===== src/hw/snb_consts.svh =====
// register offsets, bit positions, reset values and frame counts of the serial port
// assumes a 32-bit classic Wishbone bus with byte addresses
`ifndef SNB_CONSTS_SVH
`define SNB_CONSTS_SVH
`define SNB_ADR_CTRL1 5'h00
`define SNB_ADR_BAUD 5'h04
`define SNB_ADR_CTRL3 5'h08
`define SNB_ADR_DATA 5'h0C
`define SNB_ADR_STAT 5'h10
`define SNB_C1_TE 0
`define SNB_C1_RE 1
`define SNB_C1_M 2
`define SNB_C1_LOOPBACK_ENABLE 3
`define SNB_C1_RECEIVER_SOURCE_SEL 4
`define SNB_C3_T8 0
`define SNB_C3_SINGLE_WIRE_TX_DIRECTION 1
`define SNB_C3_EDGIE 2
`define SNB_C3_R8 3
`define SNB_ST_TDRE 0
`define SNB_ST_TC 1
`define SNB_ST_RDRF 2
`define SNB_ST_IDLE 3
`define SNB_ST_OR 4
`define SNB_ST_FE 5
`define SNB_ST_EDGE 6
`define SNB_BAUD_RST 16'h0082
`define SNB_OSR 4'hF
`define SNB_MID 4'h7
`define SNB_BITS8 4'hA
`define SNB_BITS9 4'hB
`endif


===== src/hw/snb_pkg.sv =====
// types shared by the serial port: stop-mode code, bus carriers and the state record
// assumes nothing beyond a SystemVerilog tool
package snb_pkg;
  typedef enum logic [1:0] {
    SNB_RUN,
    SNB_STOP_LIGHT,
    SNB_STOP_MID,
    SNB_STOP_DEEP
  } snb_stop_t;

  typedef struct packed {
    logic cyc;
    logic stb;
    logic we;
    logic [4:0] adr;
    logic [3:0] sel;
    logic [31:0] dat;
  } snb_wb_req_t;

  typedef struct packed {
    logic ack;
    logic [31:0] dat;
  } snb_wb_rsp_t;

  typedef struct packed {
    logic te;
    logic re;
    logic m;
    logic loopback_enable;
    logic receiver_source_sel;
    logic t8;
    logic single_wire_tx_direction;
    logic edgie;
    logic [15:0] baud;
    logic [15:0] pre;
    logic [7:0] tbuf;
    logic tdre;
    logic tbusy;
    logic [10:0] tsh;
    logic [3:0] tbits;
    logic [3:0] tph;
    logic rprev;
    logic rbusy;
    logic [8:0] rsh;
    logic [3:0] rbits;
    logic [3:0] rph;
    logic [8:0] rdata;
    logic rdrf;
    logic ovr;
    logic fe;
    logic idle;
    logic idle_arm;
    logic [3:0] icnt;
    logic [3:0] iph;
    logic edge_f;
    logic ack;
    logic [31:0] rd;
  } snb_state_t;
endpackage : snb_pkg


===== src/hw/snb_serial_port.sv =====
// serial port with 8/9-bit characters, stop-mode behaviour, loop and single-wire modes
// assumes classic Wishbone from a 20 MHz clk_i, synchronous pins and a stop-mode code from the power controller
// Function
// - control bit m selects 9-bit characters for transmitter and receiver
// - outgoing ninth bit and received ninth bit live in control register three
// - ninth transmit bit is copied into the shifter with the buffered byte
// - ninth transmit bit stays until software writes another value
// - every stop mode halts all shifting, and all sampling except the receive edge detector in lightest stop
// - two deepest stop modes lose all registers, lightest keeps them
// - receive edge detector works in lightest stop, wakes when enabled
// - after lightest stop the port resumes from retained state
// - loop mode feeds transmitter output to receiver, receive pin released
// - single-wire mode joins receiver to transmitter output and transmit pin
// - single-wire, direction zero: transmit pin is an input to receiver
// - single-wire, direction one: transmitter drives transmit pin
// - single-wire mode receiver sees every character the port sends only with direction one
// - idle character time is 10 bits in 8-bit mode, 11 in 9-bit
`include "snb_consts.svh"
`timescale 1ns/1ns
`default_nettype none

module snb_serial_port
  import snb_pkg::*;
#(
  parameter logic [15:0] BAUD_RST = `SNB_BAUD_RST
) (
  input wire logic clk_i,
  input wire logic rst_i,
  input wire snb_wb_req_t wb_req_i,
  output snb_wb_rsp_t wb_rsp_o,
  input wire snb_stop_t stop_mode_i,
  input wire logic rx_i,
  input wire logic tx_i,
  output logic tx_o,
  output logic tx_oe_n_o,
  output logic rx_released_o,
  output logic wake_o
);

  snb_state_t q, d, rst_v;
  logic tick, tx_line, rin, nine, frame_end;
  logic wr, rd_data, run, light, lose;
  logic bus_req, rx_fall;
  logic [3:0] nbits;
  logic [31:0] rdv;

  always_comb begin
    rst_v = '0;
    rst_v.baud = BAUD_RST;
    rst_v.tdre = 1'b1;
    rst_v.rprev = 1'b1;
  end

  // stop-mode decode: only light stop keeps the edge detector alive and the registers intact
  always_comb begin
    run = 1'b0;
    light = 1'b0;
    lose = 1'b0;
    unique case (stop_mode_i)
      SNB_RUN: begin
        run = 1'b1;
      end
      SNB_STOP_LIGHT: begin
        light = 1'b1;
      end
      SNB_STOP_MID: begin
        lose = 1'b1;
      end
      SNB_STOP_DEEP: begin
        lose = 1'b1;
      end
    endcase
  end

  assign nine = q.m;
  assign nbits = nine ? `SNB_BITS9 : `SNB_BITS8;
  assign tick = (q.baud != 16'h0000) && (q.pre == 16'h0000);
  assign tx_line = q.tbusy ? q.tsh[0] : 1'b1;

  // receiver source: pin in full duplex, own output in loop and in single-wire direction one, shared pin in single-wire direction zero
  always_comb begin
    if (!q.loopback_enable) begin
      rin = rx_i;
    end else if (!q.receiver_source_sel) begin
      rin = tx_line;
    end else if (q.single_wire_tx_direction) begin
      rin = tx_line;
    end else begin
      rin = tx_i;
    end
  end

  assign tx_o = tx_line;
  assign tx_oe_n_o = q.loopback_enable && q.receiver_source_sel && !q.single_wire_tx_direction;
  assign rx_released_o = q.loopback_enable;
  assign wake_o = light && q.edge_f && q.edgie;
  // one falling-edge term shared by start detection and the wake edge flag
  assign rx_fall = q.rprev && !rin;

  assign bus_req = wb_req_i.cyc && wb_req_i.stb;
  // effects land on the edge that samples ack, so a held request is never applied twice
  assign wr = bus_req && wb_req_i.we && q.ack && wb_req_i.sel[0];
  assign rd_data = bus_req && !wb_req_i.we && q.ack && (wb_req_i.adr == `SNB_ADR_DATA);
  assign frame_end = q.rbusy && tick && (q.rph == `SNB_MID) && (q.rbits == nbits - 4'h1);

  always_comb begin
    rdv = 32'h0000_0000;
    unique case (wb_req_i.adr)
      `SNB_ADR_CTRL1: begin
        rdv[`SNB_C1_TE] = q.te;
        rdv[`SNB_C1_RE] = q.re;
        rdv[`SNB_C1_M] = q.m;
        rdv[`SNB_C1_LOOPBACK_ENABLE] = q.loopback_enable;
        rdv[`SNB_C1_RECEIVER_SOURCE_SEL] = q.receiver_source_sel;
      end
      `SNB_ADR_BAUD: begin
        rdv[15:0] = q.baud;
      end
      `SNB_ADR_CTRL3: begin
        rdv[`SNB_C3_T8] = q.t8;
        rdv[`SNB_C3_SINGLE_WIRE_TX_DIRECTION] = q.single_wire_tx_direction;
        rdv[`SNB_C3_EDGIE] = q.edgie;
        rdv[`SNB_C3_R8] = q.rdata[8];
      end
      `SNB_ADR_DATA: begin
        rdv[7:0] = q.rdata[7:0];
      end
      `SNB_ADR_STAT: begin
        rdv[`SNB_ST_TDRE] = q.tdre;
        rdv[`SNB_ST_TC] = q.tdre && !q.tbusy;
        rdv[`SNB_ST_RDRF] = q.rdrf;
        rdv[`SNB_ST_IDLE] = q.idle;
        rdv[`SNB_ST_OR] = q.ovr;
        rdv[`SNB_ST_FE] = q.fe;
        rdv[`SNB_ST_EDGE] = q.edge_f;
      end
      default: begin
        rdv = 32'h0000_0000;
      end
    endcase
  end

  always_comb begin
    d = q;
    // bus answers while running and in light stop, not in the two deeper stops; writes and side effects only while running
    d.ack = bus_req && !q.ack;
    if (bus_req && !q.ack) begin
      d.rd = rdv;
    end

    if (run) begin
      // a zero divisor parks the prescaler so no tick can slip out
      if (tick) begin
        d.pre = q.baud - 16'h0001;
      end else if (q.baud == 16'h0000) begin
        d.pre = 16'h0000;
      end else begin
        d.pre = q.pre - 16'h0001;
      end

      // register writes
      if (wr) begin
        unique case (wb_req_i.adr)
          `SNB_ADR_CTRL1: begin
            d.te = wb_req_i.dat[`SNB_C1_TE];
            d.re = wb_req_i.dat[`SNB_C1_RE];
            d.m = wb_req_i.dat[`SNB_C1_M];
            d.loopback_enable = wb_req_i.dat[`SNB_C1_LOOPBACK_ENABLE];
            d.receiver_source_sel = wb_req_i.dat[`SNB_C1_RECEIVER_SOURCE_SEL];
          end
          `SNB_ADR_BAUD: begin
            d.baud[7:0] = wb_req_i.dat[7:0];
            if (wb_req_i.sel[1]) begin
              d.baud[15:8] = wb_req_i.dat[15:8];
            end
          end
          `SNB_ADR_CTRL3: begin
            d.t8 = wb_req_i.dat[`SNB_C3_T8];
            d.single_wire_tx_direction = wb_req_i.dat[`SNB_C3_SINGLE_WIRE_TX_DIRECTION];
            d.edgie = wb_req_i.dat[`SNB_C3_EDGIE];
          end
          `SNB_ADR_DATA: begin
            d.tbuf = wb_req_i.dat[7:0];
            d.tdre = 1'b0;
          end
          `SNB_ADR_STAT: begin
            if (wb_req_i.dat[`SNB_ST_OR]) begin
              d.ovr = 1'b0;
            end
            if (wb_req_i.dat[`SNB_ST_FE]) begin
              d.fe = 1'b0;
            end
            if (wb_req_i.dat[`SNB_ST_EDGE]) begin
              d.edge_f = 1'b0;
            end
          end
          default: begin
            d.te = q.te;
          end
        endcase
      end
      if (rd_data) begin
        d.rdrf = 1'b0;
        d.idle = 1'b0;
      end

      // transmitter: buffer moves to shifter together with the held ninth bit
      if (!q.tbusy && !q.tdre && q.te) begin
        d.tsh = {1'b1, (nine ? q.t8 : 1'b1), q.tbuf, 1'b0};
        d.tbusy = 1'b1;
        d.tdre = 1'b1;
        d.tbits = 4'h0;
        d.tph = 4'h0;
      end else if (q.tbusy && tick) begin
        d.tph = q.tph + 4'h1;
        if (q.tph == `SNB_OSR) begin
          d.tsh = {1'b1, q.tsh[10:1]};
          d.tbits = q.tbits + 4'h1;
          if (q.tbits == nbits - 4'h1) begin
            d.tbusy = 1'b0;
          end
        end
      end

      // receiver: start on falling edge, sample each bit at mid-point
      if (!q.rbusy) begin
        if (q.re && rx_fall) begin
          d.rbusy = 1'b1;
          d.rbits = 4'h0;
          d.rph = 4'h0;
        end
      end else if (tick) begin
        d.rph = q.rph + 4'h1;
        if (q.rph == `SNB_MID) begin
          d.rbits = q.rbits + 4'h1;
          if (q.rbits == 4'h0 && rin) begin
            d.rbusy = 1'b0; // false start
          end else if (q.rbits != 4'h0 && q.rbits < nbits - 4'h1) begin
            d.rsh = {rin, q.rsh[8:1]};
          end
        end
        if (frame_end) begin
          d.rbusy = 1'b0;
          // a data read in the same cycle frees the buffer, so the new character still lands
          if (q.rdrf && !rd_data) begin
            d.ovr = 1'b1;
          end else begin
            d.rdata = nine ? q.rsh : {1'b0, q.rsh[8:1]};
            d.rdrf = 1'b1;
            d.fe = !rin;
            d.idle_arm = 1'b1;
          end
        end
      end

      // idle line: one full character time of ones after a received character
      if (q.rbusy || !rin || !q.re) begin
        d.icnt = 4'h0;
        d.iph = 4'h0;
      end else if (tick && q.icnt != nbits) begin
        d.iph = q.iph + 4'h1;
        if (q.iph == `SNB_OSR) begin
          d.icnt = q.icnt + 4'h1;
          if (q.icnt == nbits - 4'h1 && q.idle_arm) begin
            d.idle = 1'b1;
            d.idle_arm = 1'b0;
          end
        end
      end
    end

    // edge detector and bus answer also run in light stop; everything else holds
    if (run || light) begin
      d.rprev = rin;
      if (q.re && rx_fall) begin
        d.edge_f = 1'b1;
      end
    end
    // deep stops drop all register contents; light stop retains them
    if (lose) begin
      d = rst_v;
    end
  end

  // stop modes end shifting: light stop holds the shifter fields of q in d, the deeper stops load reset values
  always_ff @(posedge clk_i) begin
    if (rst_i) begin
      q <= rst_v;
    end else begin
      q <= d;
    end
  end

  assign wb_rsp_o.ack = q.ack;
  assign wb_rsp_o.dat = q.rd;

endmodule : snb_serial_port

`default_nettype wire


===== config.mk =====
export PLATFORM = sky130hd
export DESIGN_NAME = snb_serial_port
export DESIGN_NICKNAME = d
export VERILOG_FILES = /design/src/hw/snb_pkg.sv /design/src/hw/snb_serial_port.sv
export VERILOG_INCLUDE_DIRS = /design/src /design/src/hw
export SDC_FILE = /design/constraint.sdc
export NUM_CORES = 1
export LEC_CHECK = 0
export BUFFER_PORTS_ARGS = -buffer_cell sky130_fd_sc_hd__buf_4
export CAP_MARGIN = 20
export CORE_MARGIN = 3
export CORE_UTILIZATION = 58
export DETAILED_ROUTE_END_ITERATION = 10
export PLACE_DENSITY = 0.8
export SYNTH_ARGS = -nofsm -noshare
export SYNTH_HDL_FRONTEND = slang
export SYNTH_SLANG_ARGS = --single-unit

===== constraint.sdc =====
create_clock -name clk_i -period 3.1 [get_ports clk_i]
set_clock_uncertainty 0.2 [all_clocks]
set_input_delay 0.31 -clock clk_i [delete_from_list [all_inputs] [get_ports clk_i]]
set_output_delay 0.31 -clock clk_i [all_outputs]
set_load 0.1 [all_outputs]

==> flow_metrics.env, run 1 <==
export IMPL_cts_buffers=17
export IMPL_grt_use_total=0.283
export IMPL_syn_area_mm2=0.00665
export IMPL_first_pass_iters=5
export IMPL_cp_required_ns=3.22
export IMPL_die_y_um=113
export IMPL_ys_top_cells_by_area="dfxtp_1 39%, mux2i_1 8.4%, nor2_1 6.5%, nand2_1 4.5%, buf_4 3.8%"
export IMPL_num_vias=6091
export IMPL_startpoint="q[120]"
export IMPL_yosysMostFrequentCell="dfxtp_1"
export IMPL_grt_overflow=0
export IMPL_muxShareOfSynthArea=0.103
export IMPL_r2r_start="q[120]"
export IMPL_total_leakage_power_nw=3.02
export IMPL_multi_input_area_mm2=0.00368
export IMPL_pre_cts_slack_ns=0.233
export IMPL_cts_resized_gates=0
export IMPL_final_nets=906
export IMPL_h_tree_depth=4
export IMPL_dp_hpwl_um=12300
export IMPL_period_share=0.951
export IMPL_worstPathArrival_ns=3.07
export IMPL_synthAdderAreaFrac=0.0245
export IMPL_dieWidth_um=113
export IMPL_drc=0
export IMPL_fin_tns_setup_ns=0
export IMPL_synthTopCellsByCount="128 x dfxtp_1, 115 x nor2_1, 80 x nand2_1, 56 x mux2i_1, 46 x a21oi_1"
export IMPL_grt_max_degree=83
export IMPL_first_iter_violations=559
export IMPL_cts_tree="yes"
export IMPL_finalPower_mw=4.58
export IMPL_synthFlopType="dfxtp_1"
export IMPL_grt_pass1_vias=5862
export IMPL_power_density_mw_per_mm2=586
export IMPL_drv_slew=0
export IMPL_grt_pass1_wl_um=29000
export IMPL_dp_cells=948
export IMPL_netlist_instances=791
export IMPL_fmax_mhz=339
export IMPL_maxCapViolCount=0
export IMPL_ir_drop_v=0.000546
export IMPL_final_hold_violation_count=0
export IMPL_stdcell_count=996
export IMPL_clock_latency_ns=0.42
export IMPL_gp_congestion=0.920
export IMPL_clk_path_buf_depth=2
export IMPL_p_seq_frac=0.372
export IMPL_ff2ff_setup_slack_ns=0.15
export IMPL_internal_power_mw=3.32
export IMPL_final_setup_worst_slack_ns=0.152
export IMPL_min_from="stop_mode_i[0]"
export IMPL_start_util=0.603
export IMPL_core_mm2=0.0110
export IMPL_yosys_warnings=0
export IMPL_cts_root_buf="clkbuf_16"
export IMPL_drive_gt1_frac=0.164
export IMPL_p_sw_frac=0.276
export IMPL_ys_ff_latch=128
export IMPL_rsz0062_at_grt="false"
export IMPL_clkPwrFrac=0.459
export IMPL_clkTransAtPathRegs_ns=0.06
export IMPL_grt_antenna_before_repair=0
export IMPL_syn_to_final_growth_pct=17.6
export IMPL_min_path_type="input pin to flip-flop"
export IMPL_seq_area_mm2=0.00256
export IMPL_combPwrFrac=0.169
export IMPL_postSynthAreaPerCell_um2=8.40
export IMPL_drtAntennaViolNets=0
export IMPL_synth_top_area_share=0.386
export IMPL_wl_per_cell_um=18.0
export IMPL_start_kind="flip-flop"
export IMPL_ys_async_sr_fraction=0
export IMPL_end_kind="flip-flop"
export IMPL_fillers=805
export IMPL_dieArea_mm2=0.0128
export IMPL_setup_viol=0
export IMPL_drt_total_wl_um=18000
export IMPL_cts_setup_buffers=0
export IMPL_yosysTopAreaCell="dfxtp_1"
export IMPL_rows=38
export IMPL_synth_edf_count=0
export IMPL_synth_distinct_cells=63
export IMPL_cp_max_fo=19
export IMPL_path_class="flip-flop to flip-flop"
export IMPL_p_sw_mw=1.26
export IMPL_period_minus_slack_ns=2.95
export IMPL_tightest_slew_ns=0.976
export IMPL_clock_sinks=128
export IMPL_yosys_area_share_simple=0.245
export IMPL_io_buffers=52
export IMPL_ys_seq_area_frac=0.386
export IMPL_n_antenna_cell=0
export IMPL_synth_xor_area_frac=0.0303
export IMPL_synth_top_family_by_area="simple AND/OR/NAND/NOR gates"
export IMPL_status="finished, final reports clean"
export IMPL_synth_compound_area_share=0.140
export IMPL_slew_headroom=0.349
export IMPL_via_per_inst=6.12
export IMPL_io_pins=87
==> cell type report <==
cell class | instances | area share
Timing Repair Buffer | 90 | 0.0915
Inverter | 16 | 0.00768
Clock inverter | 10 | 0.0203
Tap cell | 140 | 0.0224
Sequential cell | 128 | 0.328
Multi-Input combinational cell | 590 | 0.471
Clock buffer | 22 | 0.0594
==> worst paths after layout <==
kind	end	cells after the start
worst max-delay path	q[91]	9
worst min-delay path	q[105]	2
worst max register to register	q[91]	9
worst min register to register	q[55]	2
==> repair_timing <==
action,in CTS,in global routing
setup endpoints to repair,0,0
endpoints found under the hold margin,32,0
hold buffers,16,0
==> registers in the layout (all words and copies together) (netlist names) <==
register / flops
wb_rsp_o: 17
nine: 1
rx_released_o: 1
q: 109
==> power groups by stage <==
stage / Clock [mW] / Sequential, mW / Combinational [mW]
2_1_floorplan: 0 / 1.73 / 0.553
3_3_place_gp: 0 / 1.74 / 0.714
3_5_place_dp: 0 / 1.74 / 0.732
4_1_cts: 2.13 / 1.71 / 0.759
5_1_grt: 2.20 / 1.71 / 0.831
6_report: 2.10 / 1.71 / 0.775
==> cells in the final DEF (no fill, tap or decap), types with 7 or more instances in the layout <==
cell	n
or3_1	10
nand3_1	31
nor3b_1	7
nor2_1	115
nor3_1	21
nand2_1	80
o21ai_0	24
dfxtp_1	128
ha_1	13
clkbuf_16	17
mux2i_1	56
xnor2_1	13
conb_1	16
xor2_1	10
inv_1	16
o2bb2ai_1	7
a211oi_1	10
mux2_2	10
buf_4	74
a22oi_1	14
nand4_1	8
a21oi_1	46
dlygate4sd3_1	16
==> kinds of logic (layout without fill, tap and decap cells) <==
family / count (synthesis) / after routing
AND/OR/NAND/NOR: 333 / 333
AO/OA/AOI/OAI: 138 / 138
flip-flops: 128 / 128
buffers and inverters: 88 / 138
multiplexers: 67 / 67
XOR/XNOR: 23 / 23
adder cells (fa/ha/maj): 13 / 13
other: 1 / 16
==> stage by stage <==
stage | util | instance area, um^2 | hold WS (ns)
after global routing | 0.709 | 7820 | 0.0537
after floorplan | - | 6700 | 0.232
final | 0.709 | 7820 | 0.0604
after CTS | 0.709 | 7820 | 0.0330
after global placement | 0.638 | 7030 | 0.245
after detailed placement | 0.638 | 7030 | 0.245
==> critical path, stage by stage (launching register included) <==
cell and delay [ns]:
dfxtp_1 0.45, inv_1 0.12, ha_1 0.23, nor4b_1 0.15
and4_1 0.27, or4_4 0.55, a21oi_4 0.25, buf_4 0.29
nor2_1 0.09, a311oi_2 0.24
==> metal layers <==
metal | routed length, um | vias up | track usage | part of all wire
met5 | 0 | - | 0 | 0
met4 | 495 | 0 | 0.127 | 0.028
met3 | 1220 | 40 | 0.0658 | 0.068
met2 | 8930 | 268 | 0.476 | 0.50
met1 | 7320 | 2919 | 0.344 | 0.41
li1 | - | 2864 | - | -
Power figures use the tool's default switching activity.
==> inputs of run 2 (changes only) <==
--- a/config.mk
+++ b/config.mk
@@ -12,6 +12,7 @@
 export CORE_UTILIZATION = 58
 export DETAILED_ROUTE_END_ITERATION = 10
 export PLACE_DENSITY = 0.8
+export RECOVER_POWER = 50
 export SYNTH_ARGS = -nofsm -noshare
 export SYNTH_HDL_FRONTEND = slang
 export SYNTH_SLANG_ARGS = --single-unit
==> run 2 against run 1 <==
  * The flow now finishes with violations (capacitance limit, slew limit)
  * Clock power about the same
  * Critical endpoint unchanged
  * Worst setup slack better by 0.0015 ns
  * Largest power group unchanged
  * Combinational power about the same
  * Critical path type unchanged
  * First-iteration DRC count up 4.1%
  * Critical path depth unchanged
  * Utilization down 0.84 points
  * Highest routed layer unchanged
  * Final cell count unchanged
  * Global-route usage unchanged
  * Flip-flop and latch count unchanged
  * Fmax about the same
==> flow_metrics.env, run 2 (synthesis results as in run 1) <==
export IMPL_cts_tree="yes"
export IMPL_critPathTopFamily="simple AND/OR/NAND/NOR gates"
export IMPL_p_seq_frac=0.372
export IMPL_wl_per_cell_um=18.1
export IMPL_highest_layer="met4"
export IMPL_clock_sinks=128
export IMPL_cp_max_fo=19
export IMPL_combPwrFrac=0.168
export IMPL_ir_drop_v=0.000547
export IMPL_grt_antenna_before_repair=0
export IMPL_first_pass_iters=6
export IMPL_drv_slew=83
export IMPL_grt_use_total=0.283
export IMPL_cts_root_buf="clkbuf_16"
export IMPL_setup_viol=0
export IMPL_grt_pass1_wl_um=29000
export IMPL_dieArea_mm2=0.0128
export IMPL_worstPathArrival_ns=2.97
export IMPL_gp_congestion=0.920
export IMPL_tightest_slew_ns=1.65
export IMPL_clkTransAtPathRegs_ns=0.06
export IMPL_crit_top_cell="buf_4"
export IMPL_period_share=0.950
export IMPL_internal_power_mw=3.31
export IMPL_io_buffers=52
export IMPL_syn_to_final_growth_pct=16.2
export IMPL_met1_length_um=7310
export IMPL_hold_depth=2
export IMPL_core_mm2=0.0110
export IMPL_crit_chain="inv_1 -> ha_1 -> nor4b_1 -> and4_1 -> or4_4 -> a21oi_4 -> buf_4 -> buf_4 -> a311oi_2"
export IMPL_start_util=0.603
export IMPL_met3_length_um=1350
export IMPL_fillers=834
export IMPL_fmax_mhz=339
export IMPL_power_density_mw_per_mm2=593
export IMPL_drive_gt1_frac=0.136
export IMPL_r2r_end="q[91]"
export IMPL_ff2ff_setup_slack_ns=0.15
export IMPL_final_hold_violation_count=0
export IMPL_r2r_start="q[120]"
export IMPL_total_leakage_power_nw=2.92
export IMPL_dp_hpwl_um=12300
export IMPL_cts_setup_buffers=0
export IMPL_p_sw_mw=1.27
export IMPL_h_tree_depth=4
export IMPL_io_pins=87
export IMPL_first_iter_violations=582
export IMPL_path_class="flip-flop to flip-flop"
export IMPL_cts_buffers=17
export IMPL_mostFrequentLayoutCell="dfxtp_1"
export IMPL_min_from="stop_mode_i[0]"
export IMPL_slew_headroom=-0.0987
export IMPL_period_minus_slack_ns=2.95
export IMPL_start_kind="flip-flop"
export IMPL_grt_pass1_vias=5862
export IMPL_final_cell_mix="128 x dfxtp_1, 115 x nor2_1, 80 x nand2_1, 56 x mux2i_1, 50 x buf_4"
export IMPL_cp_buffers_inverters=3
export IMPL_seq_area_mm2=0.00256
export IMPL_p_sw_frac=0.277
export IMPL_n_antenna_cell=0
export IMPL_met2_length_um=8820
export IMPL_rows=38
export IMPL_dieWidth_um=113
export IMPL_clkPwrFrac=0.459
export IMPL_grt_max_degree=83
export IMPL_slowest_stage="or4_4"
export IMPL_min_to="q[105]"
export IMPL_clock_latency_ns=0.42
export IMPL_grt_overflow=0
export IMPL_fin_tns_setup_ns=0
export IMPL_drt_total_wl_um=18000
export IMPL_maxCapViolCount=1
export IMPL_failed_checks="capacitance limit, slew limit"
export IMPL_die_y_um=113
export IMPL_num_vias=6124
export IMPL_drtAntennaViolNets=0
export IMPL_drc=0
export IMPL_largest_reg_flops=109
export IMPL_status="complete, but fails checks"
export IMPL_min_path_type="input pin to flip-flop"
export IMPL_cp_required_ns=3.13
export IMPL_multi_input_area_mm2=0.00368
export IMPL_clk_path_buf_depth=2
export IMPL_regMostFlops="q"
export IMPL_rsz0062_at_grt="false"
export IMPL_end_kind="flip-flop"
export IMPL_via_per_inst=6.15
export IMPL_cpPeakStageDelay_ns=0.55
export IMPL_final_nets=906
export IMPL_r2r_cells=9
export IMPL_post_route_util=0.700
-- run 2: cell count changes in the layout (fill, tap and decap cells not counted), sizes merged --
cell / delta
buf: -24
clkbuf: +24
-- run 2: worst max path at each step --
stage,startpoint,endpoint,slack [ns],depth (start not counted)
6_report,q[120],q[91],0.15,9
3_3_place_gp,q[120],q[90],0.33,9
2_1_floorplan,q[120],q[82],0.48,9
4_1_cts,q[120],q[91],0.21,9
3_5_place_dp,q[120],q[90],0.23,9
5_1_grt,q[120],q[91],0.02,9
-- run 2: metrics by stage --
step	hold slack (ns)	cell area [um^2]	std cells	power, mW	setup WS, ns
finish	0.0563	7720	996	4.58	0.154
global route	0.0530	7720	996	4.73	0.0240
CTS	0.0330	7820	996	4.59	0.209
detailed placement	0.245	7030	948	2.47	0.233
global placement	0.245	7030	948	2.45	0.329
floorplan	0.232	6700	806	2.29	0.482
-- run 2: area by class of cell --
type                    instances  area share
inverters                      16     0.00777
multi-input cells             590       0.476
clock inverters                10      0.0206
flip-flops and latches        128       0.332
repair buffers                 90      0.0810
well taps                     140      0.0227
clock buffers                  22      0.0601
-- run 2: layer usage --
layer / vias up / global-route usage
met5: - / 0
met4: 0 / 0.127
met3: 52 / 0.0658
met2: 303 / 0.476
met1: 2911 / 0.344
li1: 2858 / -
-- run 2: repair_timing --
item                                    4_1_cts  5_1_grt
hold endpoints to repair                     32        0
endpoints found under the setup margin        0        0
resized for setup                             0        0
hold buffers                                 16        0
-- run 2: power by group through the flow --
stage | Sequential, mW | Clock [mW] | Combinational (mW)
2_1_floorplan | 1.73 | 0 | 0.553
3_3_place_gp | 1.74 | 0 | 0.714
3_5_place_dp | 1.74 | 0 | 0.732
4_1_cts | 1.71 | 2.13 | 0.759
5_1_grt | 1.71 | 2.20 | 0.827
6_report | 1.71 | 2.10 | 0.772
==> inputs of run 3 (changes only) <==
--- a/config.mk
+++ b/config.mk
@@ -13,6 +13,7 @@
 export DETAILED_ROUTE_END_ITERATION = 10
 export PLACE_DENSITY = 0.8
 export RECOVER_POWER = 50
+export REMOVE_ABC_BUFFERS = 1
 export SYNTH_ARGS = -nofsm -noshare
 export SYNTH_HDL_FRONTEND = slang
 export SYNTH_SLANG_ARGS = --single-unit
==> run 3 against run 2 <==
  * Largest cell class unchanged
  * Routed wire length decreased by 0.96%
  * Die area did not move
  * Sequential power about the same
  * Clock-buffer cell count decreased by 5
  * Combinational power down 3.1%
  * Fmax rose by 0.50%
  * Utilization is 0.56 points lower
  * First-iteration DRC count decreased by 4.5%
  * Clock power fell by 8%
  * Via count fell by 1.1%
  * The run now ends clean
  * Non-clock buffer count down 1
  * Critical path depth shrank 2
==> flow_metrics.env, run 3 (synthesis results as in run 1) <==
export IMPL_status="finished, final reports clean"
export IMPL_cts_root_buf="clkbuf_16"
export IMPL_min_path_type="input pin to flip-flop"
export IMPL_stdcell_count=995
export IMPL_cts_tree="yes"
export IMPL_dieWidth_um=113
export IMPL_finalPower_mw=4.39
export IMPL_drtAntennaViolNets=0
export IMPL_fin_area_mm2=0.00766
export IMPL_h_tree_depth=4
export IMPL_start_util=0.603
export IMPL_cts_setup_buffers=0
export IMPL_cts_resized_gates=0
export IMPL_first_iter_violations=556
export IMPL_maxCapViolCount=0
export IMPL_final_hold_violation_count=0
export IMPL_gp_congestion=0.903
export IMPL_r2r_end="q[42]"
export IMPL_period_minus_slack_ns=2.93
export IMPL_die_y_um=113
export IMPL_worstPathArrival_ns=3.04
export IMPL_grt_max_degree=64
export IMPL_first_pass_iters=5
export IMPL_total_leakage_power_nw=2.89
export IMPL_dpl_cell_area_mm2=0.00705
export IMPL_wl_per_cell_um=17.9
export IMPL_start_kind="flip-flop"
export IMPL_rsz0062_at_grt="false"
export IMPL_mostFrequentLayoutCell="dfxtp_1"
export IMPL_cts_buffers=17
export IMPL_drt_total_wl_um=17800
export IMPL_hold_buffers=15
export IMPL_clock_sinks=128
export IMPL_drc=0
export IMPL_ir_drop_v=0.000793
export IMPL_min_from="wb_req_i[11]"
export IMPL_fmax_mhz=341
export IMPL_clock_latency_ns=0.42
export IMPL_post_route_util=0.695
export IMPL_core_mm2=0.0110
export IMPL_final_nets=905
export IMPL_dp_hpwl_um=12500
export IMPL_drive_gt1_frac=0.135
export IMPL_hold_depth=3
export IMPL_setup_viol=0
export IMPL_syn_to_final_growth_pct=15.3
export IMPL_power_density_mw_per_mm2=573
export IMPL_cp_max_fo=7
export IMPL_r2r_start="q[114]"
export IMPL_grt_pass1_vias=5981
export IMPL_grt_overflow=0
export IMPL_final_cell_mix="128 x dfxtp_1, 115 x nor2_1, 80 x nand2_1, 56 x mux2i_1, 47 x buf_4"
export IMPL_dp_cells=948
export IMPL_end_kind="flip-flop"
export IMPL_r2r_cells=7
export IMPL_drv_slew=0
export IMPL_path_class="flip-flop to flip-flop"
export IMPL_io_pins=87
export IMPL_min_to="q[131]"
export IMPL_slew_headroom=0.171
export IMPL_tightest_slew_ns=1.25
export IMPL_clk_path_buf_depth=2
export IMPL_num_vias=6059
export IMPL_via_per_inst=6.09
export IMPL_n_antenna_cell=0
export IMPL_period_share=0.946
export IMPL_clkTransAtPathRegs_ns=0.06
export IMPL_regMostFlops="q"
export IMPL_grt_use_total=0.283
export IMPL_ff2ff_setup_slack_ns=0.17
export IMPL_cp_required_ns=3.21
export IMPL_largest_reg_flops=109
export IMPL_dieArea_mm2=0.0128
export IMPL_rows=38
export IMPL_fillers=877
export IMPL_grt_antenna_before_repair=0
export IMPL_io_buffers=52
export IMPL_grt_pass1_wl_um=29200
-- run 3: worst max path at each step --
stage | startpoint | endpoint | slack [ns] | cells after the start
3_5_place_dp | q[106] | q[42] | 0.32 | 7
3_3_place_gp | q[120] | q[81] | 0.41 | 9
6_report | q[114] | q[42] | 0.17 | 7
4_1_cts | q[106] | q[42] | 0.24 | 7
5_1_grt | q[114] | q[42] | 0.02 | 7
2_1_floorplan | q[106] | q[64] | -0.51 | 6
-- run 3: power by group --
group          switching, mW  internal [mW]  total (mW)
registers             0.0342           1.67        1.71
logic                  0.494          0.255       0.748
clock network          0.763           1.17        1.94
total                   1.29           3.10        4.39
-- run 3: metrics by stage --
step                      hold slack, ns  TNS, ns  setup slack [ns]
after floorplan                    0.210    -4.58            -0.509
after global placement             0.242        0             0.405
after detailed placement           0.255        0             0.320
after CTS                        0.00714        0             0.242
after global routing              0.0218        0            0.0241
final                            0.00994        0             0.169
-- run 3: per-layer routing --
metal	up-vias	global-route usage	routed length (um)
li1	2858	-	-
met1	2915	0.341	7390
met2	239	0.485	8730
met3	47	0.0775	1250
met4	0	0.0986	471
met5	-	0	0
-- run 3: worst max-delay path, stage by stage, from the launching register on --
cell and delay (ns):
dfxtp_1 0.37, nor4_2 0.53, nand4_2 0.21, buf_4 0.22
nor4_1 0.56, and3_1 0.32, nand4_1 0.21, nor3b_1 0.20
-- run 3: layout make-up --
cell class,count,area [um^2],share of cell area
inverter,16,60.1,0.00784
multi-input combinational,590,3680,0.480
sequential,128,2560,0.334
clock buffer,17,425,0.0555
timing repair buffer,89,621,0.0810
clock inverter,15,144,0.0188
tap,140,175,0.0229
